[src/hdl/asf_pkg.sv]
package asf_pkg;

    // ------------------------------------------------------------
    // Register map and bus answers
    // ------------------------------------------------------------
    localparam int         ASF_AW          = 8;
    localparam logic [7:0] ASF_OFF_FLAGS   = 8'h00;
    localparam logic [7:0] ASF_OFF_RESULT  = 8'h04;
    localparam logic [1:0] ASF_RESP_OKAY   = 2'h0;
    localparam logic [1:0] ASF_RESP_SLVERR = 2'h2;
    localparam int         ASF_LANE0       = 0;

    // ------------------------------------------------------------
    // Field positions and reset values
    // ------------------------------------------------------------
    localparam int         ASF_MSB         = 7;
    localparam int         ASF_NIB_HI      = 4;
    localparam int         ASF_NIB_LO      = 3;
    localparam int         ASF_FLAG_TOP    = 4;
    localparam logic [2:0] ASF_PAD         = 3'h0;
    localparam logic [4:0] ASF_FLAGS_RST   = 5'h00;
    localparam logic [7:0] ASF_ZERO8       = 8'h00;
    localparam logic [7:0] ASF_ONE8        = 8'h01;
    localparam logic [23:0] ASF_PAD24      = 24'h000000;

    // ------------------------------------------------------------
    // Operation kinds issued by the core
    // ------------------------------------------------------------
    typedef enum logic [3:0] {
        ASF_ADD_WORKING_FILE      = 4'h0,
        ASF_ADD_LITERAL_WORKING   = 4'h1,
        ASF_SUBTRACT_FROM_LITERAL = 4'h2,
        ASF_SUBTRACT_WORKING_FILE = 4'h3,
        ASF_ROTATE_LEFT_OP        = 4'h4,
        ASF_ROTATE_RIGHT_OP       = 4'h5,
        ASF_CLEAR_FILE_REG        = 4'h6,
        ASF_AND_OP                = 4'h7,
        ASF_OR_OP                 = 4'h8,
        ASF_XOR_OP                = 4'h9,
        ASF_WORKING_TO_FILE_COPY  = 4'hA,
        ASF_FILE_TO_FILE_COPY     = 4'hB,
        ASF_NIBBLE_EXCHANGE_OP    = 4'hC,
        ASF_BIT_CLEAR_OP          = 4'hD,
        ASF_BIT_SET_OP            = 4'hE
    } asf_kind_t;

    typedef enum logic [1:0] {
        ASF_DEC_FLAGS  = 2'h0,
        ASF_DEC_RESULT = 2'h1,
        ASF_DEC_NONE   = 2'h3
    } asf_dec_t;

    typedef struct packed {
        logic neg;
        logic ovf;
        logic zero;
        logic dcarry;
        logic carry;
    } asf_flags_t;

    typedef struct packed {
        logic       valid;
        asf_kind_t  kind;
        logic [7:0] opA;
        logic [7:0] opB;
        logic       srcFlags;
        logic       destFlags;
    } asf_op_t;

endpackage

[src/hdl/alu_status_flags.sv]
`timescale 1ns/1ps
// Functional notes
// - Flag-affecting op aimed at the flag register: result dropped, flags set.
// - Clear op on the flag register only sets zero, upper bits stay zero.
// - Bits 7..5 read zero; bits 4..0 readable and writable.
// - Negative flag follows the result sign bit of add, subtract, rotate and logic ops.
// - Signed overflow flag marks a wrongly changed result sign bit.
// - Zero flag set when an add, subtract, rotate, logic or clear result is zero.
// - Add and subtract: nibble carry is the carry out of bit 3.
// - Add and subtract: carry is the carry out of bit 7.
// - Subtract adds the two's complement; carries mean no borrow.
// - Rotates load nibble carry from source bit 3 or bit 4.
// - Rotates load carry with the source bit shifted out.
// - Flag register is an ordinary operand, readable and writable.
module alu_status_flags
    import asf_pkg::*;
(
    input  wire logic              clk,
    input  wire logic              rst_n,
    input  wire asf_op_t           coreOp,
    output logic [7:0]             resultOut,
    output logic                   resultWr,
    output logic [7:0]             flagsOut,
    input  wire logic [ASF_AW-1:0] awaddr,
    input  wire logic              awvalid,
    output logic                   awready,
    input  wire logic [31:0]       wdata,
    input  wire logic [3:0]        wstrb,
    input  wire logic              wvalid,
    output logic                   wready,
    output logic [1:0]             bresp,
    output logic                   bvalid,
    input  wire logic              bready,
    input  wire logic [ASF_AW-1:0] araddr,
    input  wire logic              arvalid,
    output logic                   arready,
    output logic [31:0]            rdata,
    output logic [1:0]             rresp,
    output logic                   rvalid,
    input  wire logic              rready
);

    // ------------------------------------------------------------
    // Declarations
    // ------------------------------------------------------------
    logic [7:0]        flagsR;
    logic [7:0]        resultR;
    logic              resultWrR;
    logic [4:0]        flagsNxt;
    asf_flags_t        cur;
    asf_flags_t        opFlags;
    logic [7:0]        effA;
    logic [7:0]        opB;
    logic [7:0]        res;
    logic              affects;
    logic              isSub;
    logic              isAdd;
    logic [7:0]        addSum;
    logic              addC;
    logic              addNib;
    logic              addWrap;
    logic              awreadyR;
    logic              wreadyR;
    logic              bvalidR;
    logic [1:0]        brespR;
    logic              arreadyR;
    logic              rvalidR;
    logic [31:0]       rdataR;
    logic [1:0]        rrespR;
    logic              awHeld;
    logic              wHeld;
    logic [ASF_AW-1:0] awAddrR;
    logic [31:0]       wDataR;
    logic [3:0]        wStrbR;
    logic              doWrite;
    logic              flagsBusWr;

    function automatic asf_dec_t decode(input logic [ASF_AW-1:0] addr);
        asf_dec_t d;
        d = ASF_DEC_NONE;
        if (addr == ASF_OFF_FLAGS)
            d = ASF_DEC_FLAGS;
        else if (addr == ASF_OFF_RESULT)
            d = ASF_DEC_RESULT;
        return d;
    endfunction

    function automatic logic [7:0] bitMask(input logic [2:0] idx);
        return ASF_ONE8 << idx;
    endfunction

    // ------------------------------------------------------------
    // Operand selection and adder
    // ------------------------------------------------------------
    assign cur   = asf_flags_t'(flagsR[ASF_FLAG_TOP:0]);
    // Flag register usable as a source like any file
    assign effA  = coreOp.srcFlags ? flagsR : coreOp.opA;
    assign opB   = coreOp.opB;
    assign isSub = (coreOp.kind == ASF_SUBTRACT_FROM_LITERAL)
                || (coreOp.kind == ASF_SUBTRACT_WORKING_FILE);
    assign isAdd = (coreOp.kind == ASF_ADD_WORKING_FILE)
                || (coreOp.kind == ASF_ADD_LITERAL_WORKING);

    asf_flag_adder u_adder (
        .a      (effA),
        .b      (opB),
        .sub    (isSub),
        .sum    (addSum),
        .carry  (addC),
        .dcarry (addNib),
        .ovf    (addWrap)
    );

    // ------------------------------------------------------------
    // Result and flag evaluation
    // ------------------------------------------------------------
    always_comb
    begin
        logic setNZ;
        setNZ   = 1'b0;
        opFlags = cur;
        res     = effA;
        affects = 1'b0;
        case (coreOp.kind)
            ASF_ADD_WORKING_FILE, ASF_ADD_LITERAL_WORKING,
            ASF_SUBTRACT_FROM_LITERAL, ASF_SUBTRACT_WORKING_FILE:
            begin
                res            = addSum;
                opFlags.carry  = addC;
                opFlags.dcarry = addNib;
                opFlags.ovf    = addWrap;
                setNZ          = 1'b1;
            end
            ASF_ROTATE_LEFT_OP:
            begin
                res            = {effA[ASF_MSB-1:0], cur.carry};
                opFlags.carry  = effA[ASF_MSB];
                opFlags.dcarry = effA[ASF_NIB_LO];
                setNZ          = 1'b1;
            end
            ASF_ROTATE_RIGHT_OP:
            begin
                res            = {cur.carry, effA[ASF_MSB:1]};
                opFlags.carry  = effA[0];
                opFlags.dcarry = effA[ASF_NIB_HI];
                setNZ          = 1'b1;
            end
            ASF_CLEAR_FILE_REG:
            begin
                // Only zero moves; the rest keep their value
                res          = ASF_ZERO8;
                opFlags.zero = 1'b1;
                affects      = 1'b1;
            end
            ASF_AND_OP:
            begin
                res   = effA & opB;
                setNZ = 1'b1;
            end
            ASF_OR_OP:
            begin
                res   = effA | opB;
                setNZ = 1'b1;
            end
            ASF_XOR_OP:
            begin
                res   = effA ^ opB;
                setNZ = 1'b1;
            end
            ASF_WORKING_TO_FILE_COPY:
                res = opB;
            ASF_NIBBLE_EXCHANGE_OP:
                res = {effA[ASF_NIB_LO:0], effA[ASF_MSB:ASF_NIB_HI]};
            ASF_BIT_CLEAR_OP:
                res = effA & ~bitMask(opB[2:0]);
            ASF_BIT_SET_OP:
                res = effA | bitMask(opB[2:0]);
            default:
                res = effA;
        endcase
        if (setNZ)
        begin
            opFlags.neg  = res[ASF_MSB];
            opFlags.zero = (res == ASF_ZERO8);
            affects      = 1'b1;
        end
    end

    // ------------------------------------------------------------
    // Flag register next value
    // ------------------------------------------------------------
    // Core update wins over a bus write in the same cycle
    assign flagsBusWr = doWrite && wStrbR[ASF_LANE0]
                     && (decode(awAddrR) == ASF_DEC_FLAGS);

    always_comb
    begin
        flagsNxt = flagsR[ASF_FLAG_TOP:0];
        if (coreOp.valid && affects)
            flagsNxt = opFlags;
        else if (coreOp.valid && coreOp.destFlags)
            flagsNxt = res[ASF_FLAG_TOP:0];
        else if (flagsBusWr)
            flagsNxt = wDataR[ASF_FLAG_TOP:0];
    end

    always_ff @(posedge clk)
    begin
        if (!rst_n)
            flagsR <= {ASF_PAD, ASF_FLAGS_RST};
        else
            flagsR <= {ASF_PAD, flagsNxt};
    end

    // ------------------------------------------------------------
    // Result write-back to the core
    // ------------------------------------------------------------
    always_ff @(posedge clk)
    begin
        if (!rst_n)
        begin
            resultR   <= ASF_ZERO8;
            resultWrR <= 1'b0;
        end
        else
        begin
            // Flag destination never writes the computed byte back to the core
            resultWrR <= coreOp.valid && !coreOp.destFlags;
            if (coreOp.valid && !coreOp.destFlags)
                resultR <= res;
        end
    end

    // ------------------------------------------------------------
    // AXI4-Lite write channels
    // ------------------------------------------------------------
    assign doWrite = awHeld && wHeld && !bvalidR;

    always_ff @(posedge clk)
    begin
        if (!rst_n)
        begin
            awHeld   <= 1'b0;
            awreadyR <= 1'b0;
            awAddrR  <= '0;
        end
        else if (awvalid && awreadyR)
        begin
            awHeld   <= 1'b1;
            awreadyR <= 1'b0;
            awAddrR  <= awaddr;
        end
        else if (doWrite)
            awHeld <= 1'b0;
        else if (!awHeld && !bvalidR)
            awreadyR <= 1'b1;
    end

    always_ff @(posedge clk)
    begin
        if (!rst_n)
        begin
            wHeld   <= 1'b0;
            wreadyR <= 1'b0;
            wDataR  <= '0;
            wStrbR  <= '0;
        end
        else if (wvalid && wreadyR)
        begin
            wHeld   <= 1'b1;
            wreadyR <= 1'b0;
            wDataR  <= wdata;
            wStrbR  <= wstrb;
        end
        else if (doWrite)
            wHeld <= 1'b0;
        else if (!wHeld && !bvalidR)
            wreadyR <= 1'b1;
    end

    always_ff @(posedge clk)
    begin
        if (!rst_n)
        begin
            bvalidR <= 1'b0;
            brespR  <= ASF_RESP_OKAY;
        end
        else if (doWrite)
        begin
            bvalidR <= 1'b1;
            // Result register is read-only: write dropped, still OKAY
            if (decode(awAddrR) == ASF_DEC_NONE)
                brespR <= ASF_RESP_SLVERR;
            else
                brespR <= ASF_RESP_OKAY;
        end
        else if (bvalidR && bready)
            bvalidR <= 1'b0;
    end

    // ------------------------------------------------------------
    // AXI4-Lite read channels
    // ------------------------------------------------------------
    always_ff @(posedge clk)
    begin
        if (!rst_n)
        begin
            arreadyR <= 1'b0;
            rvalidR  <= 1'b0;
            rdataR   <= '0;
            rrespR   <= ASF_RESP_OKAY;
        end
        else if (arvalid && arreadyR)
        begin
            arreadyR <= 1'b0;
            rvalidR  <= 1'b1;
            rrespR   <= ASF_RESP_OKAY;
            if (decode(araddr) == ASF_DEC_FLAGS)
                rdataR <= {ASF_PAD24, flagsR};
            else if (decode(araddr) == ASF_DEC_RESULT)
                rdataR <= {ASF_PAD24, resultR};
            else
            begin
                rdataR <= '0;
                rrespR <= ASF_RESP_SLVERR;
            end
        end
        else if (rvalidR && rready)
            rvalidR <= 1'b0;
        else if (!rvalidR)
            arreadyR <= 1'b1;
    end

    // ------------------------------------------------------------
    // Outputs
    // ------------------------------------------------------------
    assign flagsOut  = flagsR;
    assign resultOut = resultR;
    assign resultWr  = resultWrR;
    assign awready   = awreadyR;
    assign wready    = wreadyR;
    assign bvalid    = bvalidR;
    assign bresp     = brespR;
    assign arready   = arreadyR;
    assign rvalid    = rvalidR;
    assign rdata     = rdataR;
    assign rresp     = rrespR;

    // ------------------------------------------------------------
    // Checks
    // ------------------------------------------------------------
    logic nibCarryRef;
    logic wrapRef;
    logic geRef;
    logic [4:0] nibSum;

    assign nibSum      = {1'b0, effA[ASF_NIB_LO:0]}
                       + {1'b0, opB[ASF_NIB_LO:0]};
    assign nibCarryRef = nibSum[ASF_NIB_HI];
    assign wrapRef     = (effA[ASF_MSB] == opB[ASF_MSB])
                      && (addSum[ASF_MSB] != effA[ASF_MSB]);
    assign geRef       = (effA >= opB);
endmodule

[src/hdl/asf_flag_adder.sv]
`timescale 1ns/1ps
module asf_flag_adder
    import asf_pkg::*;
(
    input  wire logic [7:0] a,
    input  wire logic [7:0] b,
    input  wire logic       sub,
    output logic [7:0]      sum,
    output logic            carry,
    output logic            dcarry,
    output logic            ovf
);

    logic [7:0] bIn;
    logic [8:0] full;
    logic [4:0] low5;
    logic [7:0] low8;

    // ------------------------------------------------------------
    // Subtraction as addition of the two's complement
    // ------------------------------------------------------------
    // Carry flags come out as not-borrow for free
    assign bIn  = sub ? ~b : b;
    assign full = {1'b0, a} + {1'b0, bIn} + {8'h00, sub};
    assign low5 = {1'b0, a[ASF_NIB_LO:0]} + {1'b0, bIn[ASF_NIB_LO:0]}
                + {4'h0, sub};
    assign low8 = {1'b0, a[ASF_MSB-1:0]} + {1'b0, bIn[ASF_MSB-1:0]}
                + {7'h00, sub};

    assign sum    = full[ASF_MSB:0];
    assign carry  = full[ASF_MSB+1];
    assign dcarry = low5[ASF_NIB_HI];
    // Carry into the sign bit against carry out of it
    assign ovf    = low8[ASF_MSB] ^ full[ASF_MSB+1];

endmodule

[config.mk]
export PLATFORM = sky130hd
export DESIGN_NAME = alu_status_flags
export DESIGN_NICKNAME = d
export VERILOG_FILES = /design/src/hdl/asf_pkg.sv /design/src/hdl/alu_status_flags.sv /design/src/hdl/asf_flag_adder.sv
export SDC_FILE = /design/constraint.sdc
export NUM_CORES = 1
export LEC_CHECK = 0
export ABC_AREA = 1
export BUFFER_PORTS_ARGS = -buffer_cell sky130_fd_sc_hd__buf_2
export CAP_MARGIN = 10
export CORE_AREA = 2 2 86 88
export CTS_CLUSTER_DIAMETER = 100
export DETAILED_ROUTE_END_ITERATION = 8
export DIE_AREA = 0 0 88 90
export PLACE_DENSITY = 0.85
export SKIP_CTS_REPAIR_TIMING = 1
export SLEW_MARGIN = 15
export SYNTH_ARGS = -nofsm -noshare
export SYNTH_HDL_FRONTEND = slang
export SYNTH_HIERARCHICAL = 1
export SYNTH_SLANG_ARGS = --single-unit
[constraint.sdc]
create_clock -name clk -period 7.1 [get_ports clk]
set_input_delay 0 -clock clk [delete_from_list [all_inputs] [get_ports clk]]
set_output_delay 0 -clock clk [all_outputs]
set_load 0.02 [all_outputs]
==> flow_summary.yaml <==
status:
  status: "complete, but fails checks"
  violations: "hold timing"
die:
  die_h_um: 90
  dieArea_um2: 7920
  core-area_um2: 7020
  io_pins: 140
  initial_core_util: 0.525
  die_w_um: 88
  rows: 31
power_and_ir_drop:
  seq_power_share: 0.411
  sw_frac_of_total: 0.388
  pwr-share-clk: 0.228
  p_sw_uw: 267
  p_int_uw: 421
  peakVddDrop_mv: 0.141
  p_leak_uw: 0.00230
  power_density_nw_per_um2: 163
  combPwrFrac: 0.361
worst_hold_path:
  min_path_type: "in2reg"
logic_synthesis:
  synth_edf_count: 0
  yosysWarnings: 6
  syn_area_um2: 3690
  syn_avg_cell_area_um2: 5.90
  ys_ff_latch: 45
  synth_area_leaders: "dfxtp_1, nand2_1, nor2_1"
  ys_types: 37
  synth_top_area_share: 0.244
  ys.flop_type: "dfxtp_1"
  async_reset_ff_frac: 0
  synth-seq-area-share: 0.244
  synthCells: 625
  synth_largest_area_cell: "dfxtp_1"
global_routing:
  grt_overflow: 0
  grt_max_degree: 36
  antenna_found_initial: 0
  grt_usage: 0.270
  grt_pass1_vias: 3792
  grt_pass1_wl_um: 17400
cts:
  tritoncts: "done"
  cts_buffers: 5
  root_buffer: "clkbuf_8"
  clock_path_buffers: 2
  cts_max_level: 2
  clkLatencyLatePin_ns: 0.30
  cts_sinks: 45
  clkTransAtPathRegs_ns: 0.08
cells_and_area:
  nNetsFinal: 800
  drive_gt1_frac: 0.170
  fin_util: 0.601
  fillers: 705
  final_cell_mix: "nand2_1, nor2_1, buf_2"
  synthToLayoutAreaGrowth_pct: 14.5
  regArea_um2: 901
  multi_input_comb_area_um2: 2310
  n_antenna_cell: 0
  final_common_cell: "nand2_1"
worst_setup_path:
  path_max_fanout: 10
  required_ns: 7.33
  cpPeakStageDelay_ns: 0.66
  critPathTopFamily: "simple AND/OR/NAND/NOR gates"
  end_kind: "flip-flop"
  crit_chain: "buf_2, nor2_1, inv_1, nor2_1, xnor2_1, fa_1, nand3b_1, nand2_2, nand2_1, nand4_1, nand2_1, nand2_1, a21boi_0, nand3_1, nor2_1, nand2_1, nor2_1, nand3_1, a21oi_1"
  start_kind: "input pin"
  slowest_stage: "nor2_1"
  crit_buf_inv: 2
  critPathKind: "in2reg"
  cp.arrival_ns: 3.58
sta:
  skew_ns: 0.00599
  rsz0062_at_grt: "false"
  fin_hold_ws_ns: -0.0161
  fmax_mhz: 299
  setup_viol: 0
  tightest_slew_ns: 0.917
  report.final.slew_viol_count: 0
  period_share: 0.472
  setup-tns-final_ns: 0
  hold_viol: 6
  relSlewSlack: 0.383
  finalCriticalPeriod_ns: 3.35
route:
  ant_nets: 0
  wl_per_cell_um: 13.2
  post_drt_via_cell_ratio: 5.12
  dr.pass1.iters: 5
  drtIter0Drc: 324
  drc: 0
  routed_wl_um: 10700
  vias: 4147
flow_run:
  drv_cap: 0
place:
  place.port_buffers: 80
  hpwl_um: 8280
  gp_congestion: 0.958
cell type report:
type	instances	share of cell area
Multi-Input combinational cell	487	0.547
Inverter	81	0.0720
Clock buffer	6	0.0172
Tap cell	99	0.0293
Clock inverter	2	0.00356
Timing Repair Buffer	90	0.118
Sequential cell	45	0.213
synth_stat cells (2+ instances only):
| master | count |
|---|---|
| a21boi_0 | 3 |
| a21oi_1 | 31 |
| buf_4 | 30 |
| buf_6 | 2 |
| clkbuf_1 | 7 |
| dfxtp_1 | 45 |
| ha_1 | 7 |
| inv_1 | 73 |
| inv_2 | 8 |
| nand2_1 | 183 |
| nand2_2 | 9 |
| nand2_4 | 6 |
| nand3_1 | 39 |
| nand3b_1 | 2 |
| nor2_1 | 91 |
| nor2_2 | 5 |
| nor2_4 | 3 |
| nor3_1 | 3 |
| nor4_1 | 2 |
| o211ai_1 | 8 |
| o21ai_0 | 40 |
| o21ai_1 | 3 |
| o221ai_1 | 2 |
| xnor2_1 | 2 |
| xor2_1 | 9 |
worst paths after layout:
kind	start	to	slack, ns	cells past startpoint
max	coreOp[20]	flagsOut[2]	3.75	19
min	awaddr[0]	awAddrR[0]	-0.02	3
max reg2reg	flagsOut[0]	flagsOut[2]	3.76	19
min reg2reg	rdata[6]	rdata[6]	0.47	2
power groups by stage:
stage	clock, uW	combinational [uW]	sequential (uW)
finish	157	248	283
floorplan	0	171	299
global placement	0	235	288
CTS	157	242	283
detailed placement	0	241	288
global route	170	279	285
sequential cells by signal (all words and copies together) (netlist names):
signal and count:
wDataR 5, wStrbR 1, arready 1, resultWr 1, awHeld 1, rdata 8
bresp 1, rresp 1, flagsOut 5, rvalid 1, awready 1, awAddrR 8
resultOut 8, wHeld 1, wready 1, bvalid 1
metrics by stage:
step	area (um^2)	setup slack [ns]	total power, uW	cells
after floorplan	3790	4.29	470	653
after global placement	4040	3.55	523	793
after detailed placement	4040	3.49	529	793
after CTS	4130	3.78	682	801
after global routing	4220	3.39	733	810
final	4220	3.75	688	810
logic make-up after synthesis:
logic type	count (synthesis)	synth area share
flip-flops	45	0.244
other	1	0.00102
adder cells (fa/ha/maj)	8	0.0292
AO/OA/AOI/OAI	93	0.140
buffers and inverters	121	0.158
AND/OR/NAND/NOR	346	0.401
XOR/XNOR	11	0.0261
worst reg2reg max path: cells and delay by family (launching register included):
family	cells	cell delay (ns)
and+or+nand+nor	13	1.47
AOI/OAI and AO/OA	3	0.78
DFF	1	0.43
adders and majority gates	1	0.42
buffers and inverters	2	0.15
per-layer routing:
layer  GRT usage  routed length (um)
met5           0                   0
met4      0.0756                 237
met3      0.0376                 827
met2       0.441                4900
met1       0.368                4710
Note: power is estimated with default switching activity, not from simulation.
